==> config.mk <==
export PLATFORM = sky130hd
export DESIGN_NAME = ltc_csr_port
export DESIGN_NICKNAME = d
export VERILOG_FILES = /design/src/ltc_pkg.sv /design/src/ltc_csr_port.sv /design/src/ltc_lane_order.sv
export SDC_FILE = /design/constraint.sdc
export NUM_CORES = 1
export LEC_CHECK = 0
export ABC_CLOCK_PERIOD_IN_PS = 1340
export BUFFER_PORTS_ARGS = -buffer_cell sky130_fd_sc_hd__buf_2
export CORE_MARGIN = 5
export CORE_UTILIZATION = 42
export DETAILED_ROUTE_END_ITERATION = 6
export PLACE_DENSITY = 0.8
export SLEW_MARGIN = 20
export SYNTH_ARGS = -nofsm -noshare
export SYNTH_HDL_FRONTEND = slang
export SYNTH_HIERARCHICAL = 1
export SYNTH_SLANG_ARGS = --single-unit
==> constraint.sdc <==
create_clock -name REF_CLK -period 1.34 [get_ports REF_CLK]
set_input_delay 0.268 -clock REF_CLK [delete_from_list [all_inputs] [get_ports REF_CLK]]
set_output_delay 0.268 -clock REF_CLK [all_outputs]
set_load 0.02 [all_outputs]
==> src/ltc_pkg.sv <==
// Shared constants, types and register layout for the lane-control register port.
// Assumes one clock domain, synchronous active-high reset, word-addressed slave.
package ltc_pkg;

  // Bus geometry
  localparam int          LTC_DATA_W       = 32;             // Register data width
  localparam int          LTC_ADDR_W       = 8;              // Default word-address width

  // Word indices (byte offset divided by four)
  localparam logic [7:0]  LTC_IDX_COMMON   = 8'h00;          // Common lane control, byte 0x0
  localparam logic [7:0]  LTC_IDX_EVENT    = 8'h01;          // Event and status word, byte 0x4

  // Common lane control fields
  localparam int          LTC_BIT_BYTEREV  = 0;              // Octet-order build option
  localparam int          LTC_BIT_BITREV   = 1;              // Bit-order build option
  localparam int          LTC_BIT_SPARE    = 2;              // Read/write spare bit
  localparam logic        LTC_SPARE_RST    = 1'b0;           // Spare bit reset value

  // Event and status word fields
  localparam int          LTC_BIT_RDCLR    = 0;              // Read-to-clear event
  localparam int          LTC_BIT_W1C      = 1;              // Write-one-clear event
  localparam int          LTC_BIT_W1S      = 2;              // Write-one-set request
  localparam int          LTC_LIVE_LSB     = 4;              // Live status field low bit
  localparam int          LTC_LIVE_W       = 4;              // Live status field width
  localparam logic [2:0]  LTC_EVT_RST      = 3'h0;           // Event bits reset value

  // Access timing, in clock cycles
  localparam int          LTC_WRITE_WAIT   = 0;              // write_wait_cycles
  localparam int          LTC_READ_WAIT    = 1;              // read_wait_cycles
  localparam int          LTC_READ_LAT     = 1;              // read_return_latency

  // Constant words
  localparam logic [31:0] LTC_ZERO_WORD    = 32'h0000_0000;  // Unmapped read value

  // Read sequencer states, one-hot
  typedef enum logic [2:0] {
    LTC_RD_IDLE = 3'b001,                                    // No read in flight
    LTC_RD_WAIT = 3'b010,                                    // Fixed wait cycle
    LTC_RD_RET  = 3'b100                                     // Data being returned
  } ltc_rd_state_e;

  // One bus request as seen at the slave
  typedef struct packed {
    logic        read;                                       // Read strobe
    logic        write;                                      // Write strobe
    logic [7:0]  addr;                                       // Word address
    logic [31:0] wdata;                                      // Full-word write data
  } ltc_bus_req_s;

endpackage
==> src/ltc_csr_port.sv <==
// Register slave and transmit ordering stage of the link transmitter.
// Assumes a word-addressed master on REF_CLK driving one request at a time,
// and event/status inputs produced by logic on the same clock.
//
// Notes on behaviour
// - Single-beat only; wait-request always low.
// - 32-bit data; one word per address.
// - No byte enables; writes replace whole word.
// - Write zero wait; read one wait, latency one.
// - Read-only fields ignore writes; constant or live.
// - Read-to-clear returns value, then clears it.
// - Read/write field returns stored, takes written.
// - Write-one-clear: clear beats hardware set.
// - Write-one-set: set beats hardware clear.
// - Common word bits 31:3 zero; bit 2 spare.
// - Bit 1 reports build-time serial bit order.
// - Bit-order option mirrors each parallel word.
// - Bit 0 reports octet order; reverses octets.
// - Both order options built as one.
// - Build-time fields unchanged by register writes.
`timescale 1ns/1ps
`default_nettype none
module ltc_csr_port
  import ltc_pkg::*;
#(
  parameter int   ADDR_W   = LTC_ADDR_W,           // Word-address width
  parameter int   PMA_W    = 20,                   // Serializer word width
  parameter logic BIT_REV  = 1'b1,                 // Build-time bit order
  parameter logic BYTE_REV = 1'b1                  // Build-time octet order
) (
  input  wire logic                  REF_CLK,      // Register clock, 40 MHz
  input  wire logic                  RESET,        // Synchronous, active high
  input  wire logic [ADDR_W-1:0]     ADDRESS,      // Word address
  input  wire logic                  READ,         // Read strobe
  input  wire logic                  WRITE,        // Write strobe
  input  wire logic [31:0]           WRITEDATA,    // Full-word write data
  output logic      [31:0]           READDATA,     // Read data
  output logic                       READDATAVALID, // Read data qualifier
  output logic                       WAITREQUEST,  // Always low
  input  wire logic                  EVT_RDCLR,    // Hardware event, read-clear bit
  input  wire logic                  EVT_W1C,      // Hardware event, write-one-clear bit
  input  wire logic                  REQ_DONE,     // Hardware clear of write-one-set bit
  input  wire logic [LTC_LIVE_W-1:0] LIVE_STATUS,  // Live status, same clock
  output logic                       LANE_SPARE,   // Spare control bit
  output logic                       SW_REQUEST,   // Write-one-set request bit
  input  wire logic [31:0]           LINK_DATA,    // Link word before ordering
  input  wire logic [PMA_W-1:0]      PMA_DATA,     // Parallel word before ordering
  output logic      [31:0]           LINK_DATA_ORD, // Octet-ordered link word
  output logic      [PMA_W-1:0]      PMA_DATA_ORD  // Bit-ordered parallel word
);

  ////////////////////////////////////////////////////////////////////////////////
  // Elaboration checks: refuse builds that the logic cannot serve
  if (PMA_W != 20 && PMA_W != 40) begin : g_bad_pma
    $error("PMA_W must be 20 or 40");
  end
  if (BIT_REV != 1'b1 || BYTE_REV != 1'b1) begin : g_bad_order
    $error("Both order options must be built as one");
  end
  if (ADDR_W < 1 || ADDR_W > 8) begin : g_bad_addr
    $error("ADDR_W must be 1 to 8");
  end

  ////////////////////////////////////////////////////////////////////////////////
  // Declarations
  ltc_bus_req_s    req;                            // Packed view of the request
  ltc_rd_state_e   rd_state_r;                     // Read sequencer state
  ltc_rd_state_e   rd_state_nxt;                   // Next read state
  logic [7:0]      rd_addr_r;                      // Address latched at read accept
  logic [7:0]      rd_addr_nxt;                    // Next latched address
  logic [31:0]     rdata_r;                        // Returned read word
  logic [31:0]     rdata_nxt;                      // Next read word
  logic            rvalid_r;                       // Read data valid flag
  logic            rvalid_nxt;                     // Next valid flag
  logic            wait_r;                         // Wait-request flop
  logic            spare_r;                        // Spare control bit
  logic            spare_nxt;                      // Next spare bit
  logic [2:0]      evt_r;                          // Read-clear, W1C, W1S bits
  logic [2:0]      evt_nxt;                        // Next event bits
  logic [31:0]     link_ord;                       // Ordered link word
  logic [PMA_W-1:0] pma_ord;                       // Ordered parallel word
  logic [31:0]     link_r;                         // Registered link word
  logic [PMA_W-1:0] pma_r;                         // Registered parallel word
  logic            wr_common;                      // Write hits common word
  logic            wr_event;                       // Write hits event word
  logic            rd_fetch;                       // Read word fetched this cycle
  logic [31:0]     common_word;                    // Read view of common word
  logic [31:0]     event_word;                     // Read view of event word

  // Address widened to the package index width; master already shifted by two
  assign req.read  = READ;
  assign req.write = WRITE;
  assign req.addr  = 8'(ADDRESS);
  assign req.wdata = WRITEDATA;

  ////////////////////////////////////////////////////////////////////////////////
  // Read views of the two implemented words
  always_comb begin
    common_word                  = LTC_ZERO_WORD;
    common_word[LTC_BIT_SPARE]   = spare_r;
    common_word[LTC_BIT_BITREV]  = BIT_REV;
    common_word[LTC_BIT_BYTEREV] = BYTE_REV;
    event_word                   = LTC_ZERO_WORD;
    event_word[LTC_BIT_RDCLR]    = evt_r[0];
    event_word[LTC_BIT_W1C]      = evt_r[1];
    event_word[LTC_BIT_W1S]      = evt_r[2];
    event_word[LTC_LIVE_LSB +: LTC_LIVE_W] = LIVE_STATUS;
  end

  ////////////////////////////////////////////////////////////////////////////////
  // Read sequencer: accept, one wait cycle, then one-cycle return
  always_comb begin
    rd_state_nxt = rd_state_r;
    rd_addr_nxt  = rd_addr_r;
    rdata_nxt    = rdata_r;
    rvalid_nxt   = 1'b0;
    rd_fetch     = 1'b0;
    case (rd_state_r)
      // Take a new read; a return cycle may be followed straight away
      LTC_RD_IDLE, LTC_RD_RET: begin
        if (req.read) begin
          rd_addr_nxt  = req.addr;
          rd_state_nxt = LTC_RD_WAIT;
        end else begin
          rd_state_nxt = LTC_RD_IDLE;
        end
      end
      // Master holds the read through the fixed wait; fetch the word
      LTC_RD_WAIT: begin
        rd_fetch     = 1'b1;
        rvalid_nxt   = 1'b1;
        rd_state_nxt = LTC_RD_RET;
        case (rd_addr_r)
          LTC_IDX_COMMON: rdata_nxt = common_word;
          LTC_IDX_EVENT:  rdata_nxt = event_word;
          default:        rdata_nxt = LTC_ZERO_WORD;
        endcase
      end
      default: begin
        rd_state_nxt = LTC_RD_IDLE;
      end
    endcase
  end

  // Read sequencer registers
  always_ff @(posedge REF_CLK) begin
    if (RESET) begin
      rd_state_r <= LTC_RD_IDLE;
      rd_addr_r  <= 8'h00;
      rdata_r    <= LTC_ZERO_WORD;
      rvalid_r   <= 1'b0;
      wait_r     <= 1'b0;
    end else begin
      rd_state_r <= rd_state_nxt;
      rd_addr_r  <= rd_addr_nxt;
      rdata_r    <= rdata_nxt;
      rvalid_r   <= rvalid_nxt;
      wait_r     <= 1'b0;
    end
  end

  ////////////////////////////////////////////////////////////////////////////////
  // Write decode: whole words only, zero wait, unmapped writes dropped
  assign wr_common = req.write && !req.read && (req.addr == LTC_IDX_COMMON);
  assign wr_event  = req.write && !req.read && (req.addr == LTC_IDX_EVENT);

  ////////////////////////////////////////////////////////////////////////////////
  // Control and event bits
  always_comb begin
    // Spare bit takes the written value; build-time bits have no storage
    spare_nxt = spare_r;
    if (wr_common) begin
      spare_nxt = req.wdata[LTC_BIT_SPARE];
    end
    evt_nxt = evt_r;
    // Read-to-clear: cleared by the fetch, a same-cycle event survives
    if (rd_fetch && rd_addr_r == LTC_IDX_EVENT) begin
      evt_nxt[0] = 1'b0;
    end
    if (EVT_RDCLR) begin
      evt_nxt[0] = 1'b1;
    end
    // Write-one-clear: hardware sets, a written one clears and wins
    if (EVT_W1C) begin
      evt_nxt[1] = 1'b1;
    end
    if (wr_event && req.wdata[LTC_BIT_W1C]) begin
      evt_nxt[1] = 1'b0;
    end
    // Write-one-set: hardware clears, a written one sets and wins
    if (REQ_DONE) begin
      evt_nxt[2] = 1'b0;
    end
    if (wr_event && req.wdata[LTC_BIT_W1S]) begin
      evt_nxt[2] = 1'b1;
    end
  end

  // Control and event registers
  always_ff @(posedge REF_CLK) begin
    if (RESET) begin
      spare_r <= LTC_SPARE_RST;
      evt_r   <= LTC_EVT_RST;
    end else begin
      spare_r <= spare_nxt;
      evt_r   <= evt_nxt;
    end
  end

  ////////////////////////////////////////////////////////////////////////////////
  // Transmit ordering stage
  ltc_lane_order #(
    .PMA_W    (PMA_W),
    .BIT_REV  (BIT_REV),
    .BYTE_REV (BYTE_REV)
  ) u_order (
    .link_in  (LINK_DATA),
    .pma_in   (PMA_DATA),
    .link_out (link_ord),
    .pma_out  (pma_ord)
  );

  // Ordered words registered toward the serializer
  always_ff @(posedge REF_CLK) begin
    if (RESET) begin
      link_r <= LTC_ZERO_WORD;
      pma_r  <= '0;
    end else begin
      link_r <= link_ord;
      pma_r  <= pma_ord;
    end
  end

  ////////////////////////////////////////////////////////////////////////////////
  // Outputs, all straight from flops
  assign READDATA      = rdata_r;
  assign READDATAVALID = rvalid_r;
  assign WAITREQUEST   = wait_r;
  assign LANE_SPARE    = spare_r;
  assign SW_REQUEST    = evt_r[2];
  assign LINK_DATA_ORD = link_r;
  assign PMA_DATA_ORD  = pma_r;

endmodule
`default_nettype wire

==> src/ltc_lane_order.sv <==
// Combinational bit mirror and octet swap for the transmit path.
// Assumes the caller registers the outputs; options are fixed at build time.
`timescale 1ns/1ps
`default_nettype none
module ltc_lane_order
  import ltc_pkg::*;
#(
  parameter int   PMA_W    = 20,                   // Serializer word width, 20 or 40
  parameter logic BIT_REV  = 1'b1,                 // Mirror each serializer word
  parameter logic BYTE_REV = 1'b1                  // Reverse octets of the link word
) (
  input  wire logic [31:0]      link_in,           // Link word, octet0 in low byte
  input  wire logic [PMA_W-1:0] pma_in,            // Parallel word to serialize
  output logic      [31:0]      link_out,          // Octet-ordered link word
  output logic      [PMA_W-1:0] pma_out            // Bit-ordered parallel word
);

  ////////////////////////////////////////////////////////////////////////////////
  // Per-bit mirror: D[n-1:0] rewired to D[0:n-1] when selected
  for (genvar i = 0; i < PMA_W; i++) begin : g_mirror
    assign pma_out[i] = BIT_REV ? pma_in[PMA_W-1-i] : pma_in[i];
  end

  ////////////////////////////////////////////////////////////////////////////////
  // Per-octet swap: {o3,o2,o1,o0} becomes {o0,o1,o2,o3} when selected
  for (genvar k = 0; k < 4; k++) begin : g_octet
    assign link_out[8*k +: 8] = BYTE_REV ? link_in[8*(3-k) +: 8]
                                         : link_in[8*k +: 8];
  end

endmodule
`default_nettype wire

==> flow_summary.toml <==
[run_status]
status = "finished clean"

[clock_network]
cts_sinks = 75
h-tree-depth = 3
clock-root-buffer = "clkbuf_8"
cts_tree = "yes"
ctsHoldBuffers = 0
post_cts_buffers = 0
cts.path.max_buffers = 2
clk_pin_slew_ns = 0.08
clk_latency_ns = 0.33
cts_buffers = 9

[power]
ir_drop_v = 0.00108
p_leak_nw = 1.70
power_density_mw_per_mm2 = 1360

[sta]
period_needed_ns = 1.26
fin_crit_sh = 0.940
finalSetupViolCount = 0
hold_viol = 0
slew_violations = 0
max_freq_ghz = 0.794
hold_slack_ns = 0.137
finalClockSkew_ns = 0.00485
rsz0062_at_grt = "no"

[die]
pin_count = 191
initial_core_util = 0.430
std_cell_rows = 30
die_area_mm2 = 0.00868
die_w_um = 93.2
fp.dieH_um = 93.2
core_area_mm2 = 0.00676

[routing]
dr.pass1.iters = 4
vias_per_cell = 4.32
drt_iter0_markers = 31
via_count = 1977
ant_nets = 0
post_drt_wl_per_cell_um = 12.3
drt-total-wl_um = 5630
drc_errors = 0

[setup_path]
crit_fanout = 7
critical_path.max_stage_delay_ns = 0.33
reg2reg_slack_ns = 0.08
slowest_stage = "dfxtp_1"
startpoint_type = "flop"
endpoint_kind = "flop"
critPathArrivalTime_ns = 1.54
r2r_end = "READDATA[6]"
cp_cell_sequence = "nor4_2 > buf_4 > and3_2 > a32o_2"
required_ns = 1.62
r2r_cells = 4
setup.worst_path.class = "reg2reg"
regToRegStartpoint = "rd_addr_r[4]"
cp_num_buf_inv = 1
crit_family = "simple AND/OR/NAND/NOR gates"

[worst_hold_path]
min_path_type = "in2reg"
hold_depth = 2
worstHoldStart = "LINK_DATA[19]"
holdPathEnd = "LINK_DATA_ORD[11]"

[grt]
track_usage = 0.130
overflow = 0
antenna_found_initial = 0
grt_start_max_net_pins = 40
grt_pass1_wl_um = 8810
grt_pass1_vias = 1983

[placed_design]
dp_hpwl_um = 4420
dp_cells = 442
gp_congestion = 0.747
io_buffers = 134

[cells_and_area]
drive_above_1_share = 0.447
final_cell_mix = "134 x buf_2, 75 x dfxtp_1, 54 x nor2b_1, 26 x conb_1, 10 x buf_4"
fin_nets = 476
layout_commonest_cell = "buf_2"
antenna_cells = 0
final_cell_count_no_fill = 458
area_delta_synth_final_pct = 17.0

[synthesis]
avgSynthCellArea_um2 = 10.3
netlist_area_mm2 = 0.00290
synth_area_leaders = "dfxtp_1 52%, buf_4 20%, nor2b_1 12%"
yosysSeqAreaShare = 0.517
synth.distinct_cells = 29
ys_ff_latch = 75
yosysWarningCount = 6
synth_largest_area_cell = "dfxtp_1"
postSynthCellCount = 283
netlist.area_leader.share = 0.517

[run]
drv_cap = 0
synthesized netlist by cell type, drive strengths merged:
cell type,count
buf,84
dfxtp,75
nor2b,54
a21oi,9
nand3,9
o21ai,9
clkbuf,6
a32o,4
a22o,3
nand2,3
nand2b,3
nor2,3
nor3,3
nor4,3
nor4b,3
inv,2
nand4,2
and3,1
conb,1
mux2,1
mux2i,1
o211a,1
o221a,1
xnor2,1
xor2,1
final cells by class:
type                            count  area (um2)
Sequential cell                    75        1500
Clock buffer                       10         128
Tap cell                           80         100
Inverter                            2        7.51
Clock inverter                      6        66.3
Timing Repair Buffer              144         746
Multi-Input combinational cell    141         848
Fill cell                         653        3360
state kept, by name, summed over array words and instances (netlist names):
register	count
LINK_DATA_ORD	32
PMA_DATA_ORD	20
READDATAVALID	1
rd_addr_r	8
rd_state_r	3
READDATA	7
evt_r	3
LANE_SPARE	1
metal layers:
layer  track usage  wire, um  vias to the layer above
met5             0         0                        -
met4        0.0549        85                        0
met3        0.0628       638                        8
met2         0.233      2920                       91
met1         0.126      1990                      888
li1              -         -                      990
through the flow:
step	TNS [ns]	power (mW)	cell area [um2]	util	setup slack, ns
after global routing	0	4.85	3400	0.503	0.0158
after floorplan	0	2.92	3000	-	0.143
final	0	4.62	3400	0.503	0.0804
after CTS	0	4.69	3390	0.501	0.0239
after global placement	0	2.99	3190	0.472	0.0243
after detailed placement	-0.123	3.01	3190	0.472	-0.0343
how the worst max path moves through the flow:
stage                       start           end  slack (ns)  cells past startpoint
floorplan           rd_state_r[2]   READDATA[4]        0.14                      5
global placement     rd_addr_r[4]   READDATA[5]        0.02                      4
detailed placement   rd_addr_r[4]   READDATA[6]       -0.03                      4
CTS                  rd_addr_r[4]   READDATA[6]        0.02                      4
global route        rd_state_r[0]  rd_addr_r[3]        0.02                      5
finish               rd_addr_r[4]   READDATA[6]        0.08                      4
logic make-up after synthesis:
kind of cell / share of synthesized area
other: 0.00129
muxes: 0.00732
and+or+nand+nor: 0.178
buffers and inverters: 0.227
xor gates and xnor gates: 0.00603
DFF: 0.517
AOI/OAI and AO/OA: 0.0629
report_power, final:
| part | leakage [nW] | switching (mW) | total (mW) | internal (mW) |
|---|---|---|---|---|
| Combinational | 0.988 | 0.345 | 0.578 | 0.232 |
| Clock | 0.0885 | 0.805 | 1.67 | 0.860 |
| Sequential | 0.621 | 0.0369 | 2.37 | 2.34 |
timing repair:
item | 4_1_cts | 5_1_grt
hold endpoints to repair | 0 | 0
setup endpoints to repair | 7 | 7
gates resized for setup | 1 | 2
Note: power is estimated with default switching activity, not from simulation.
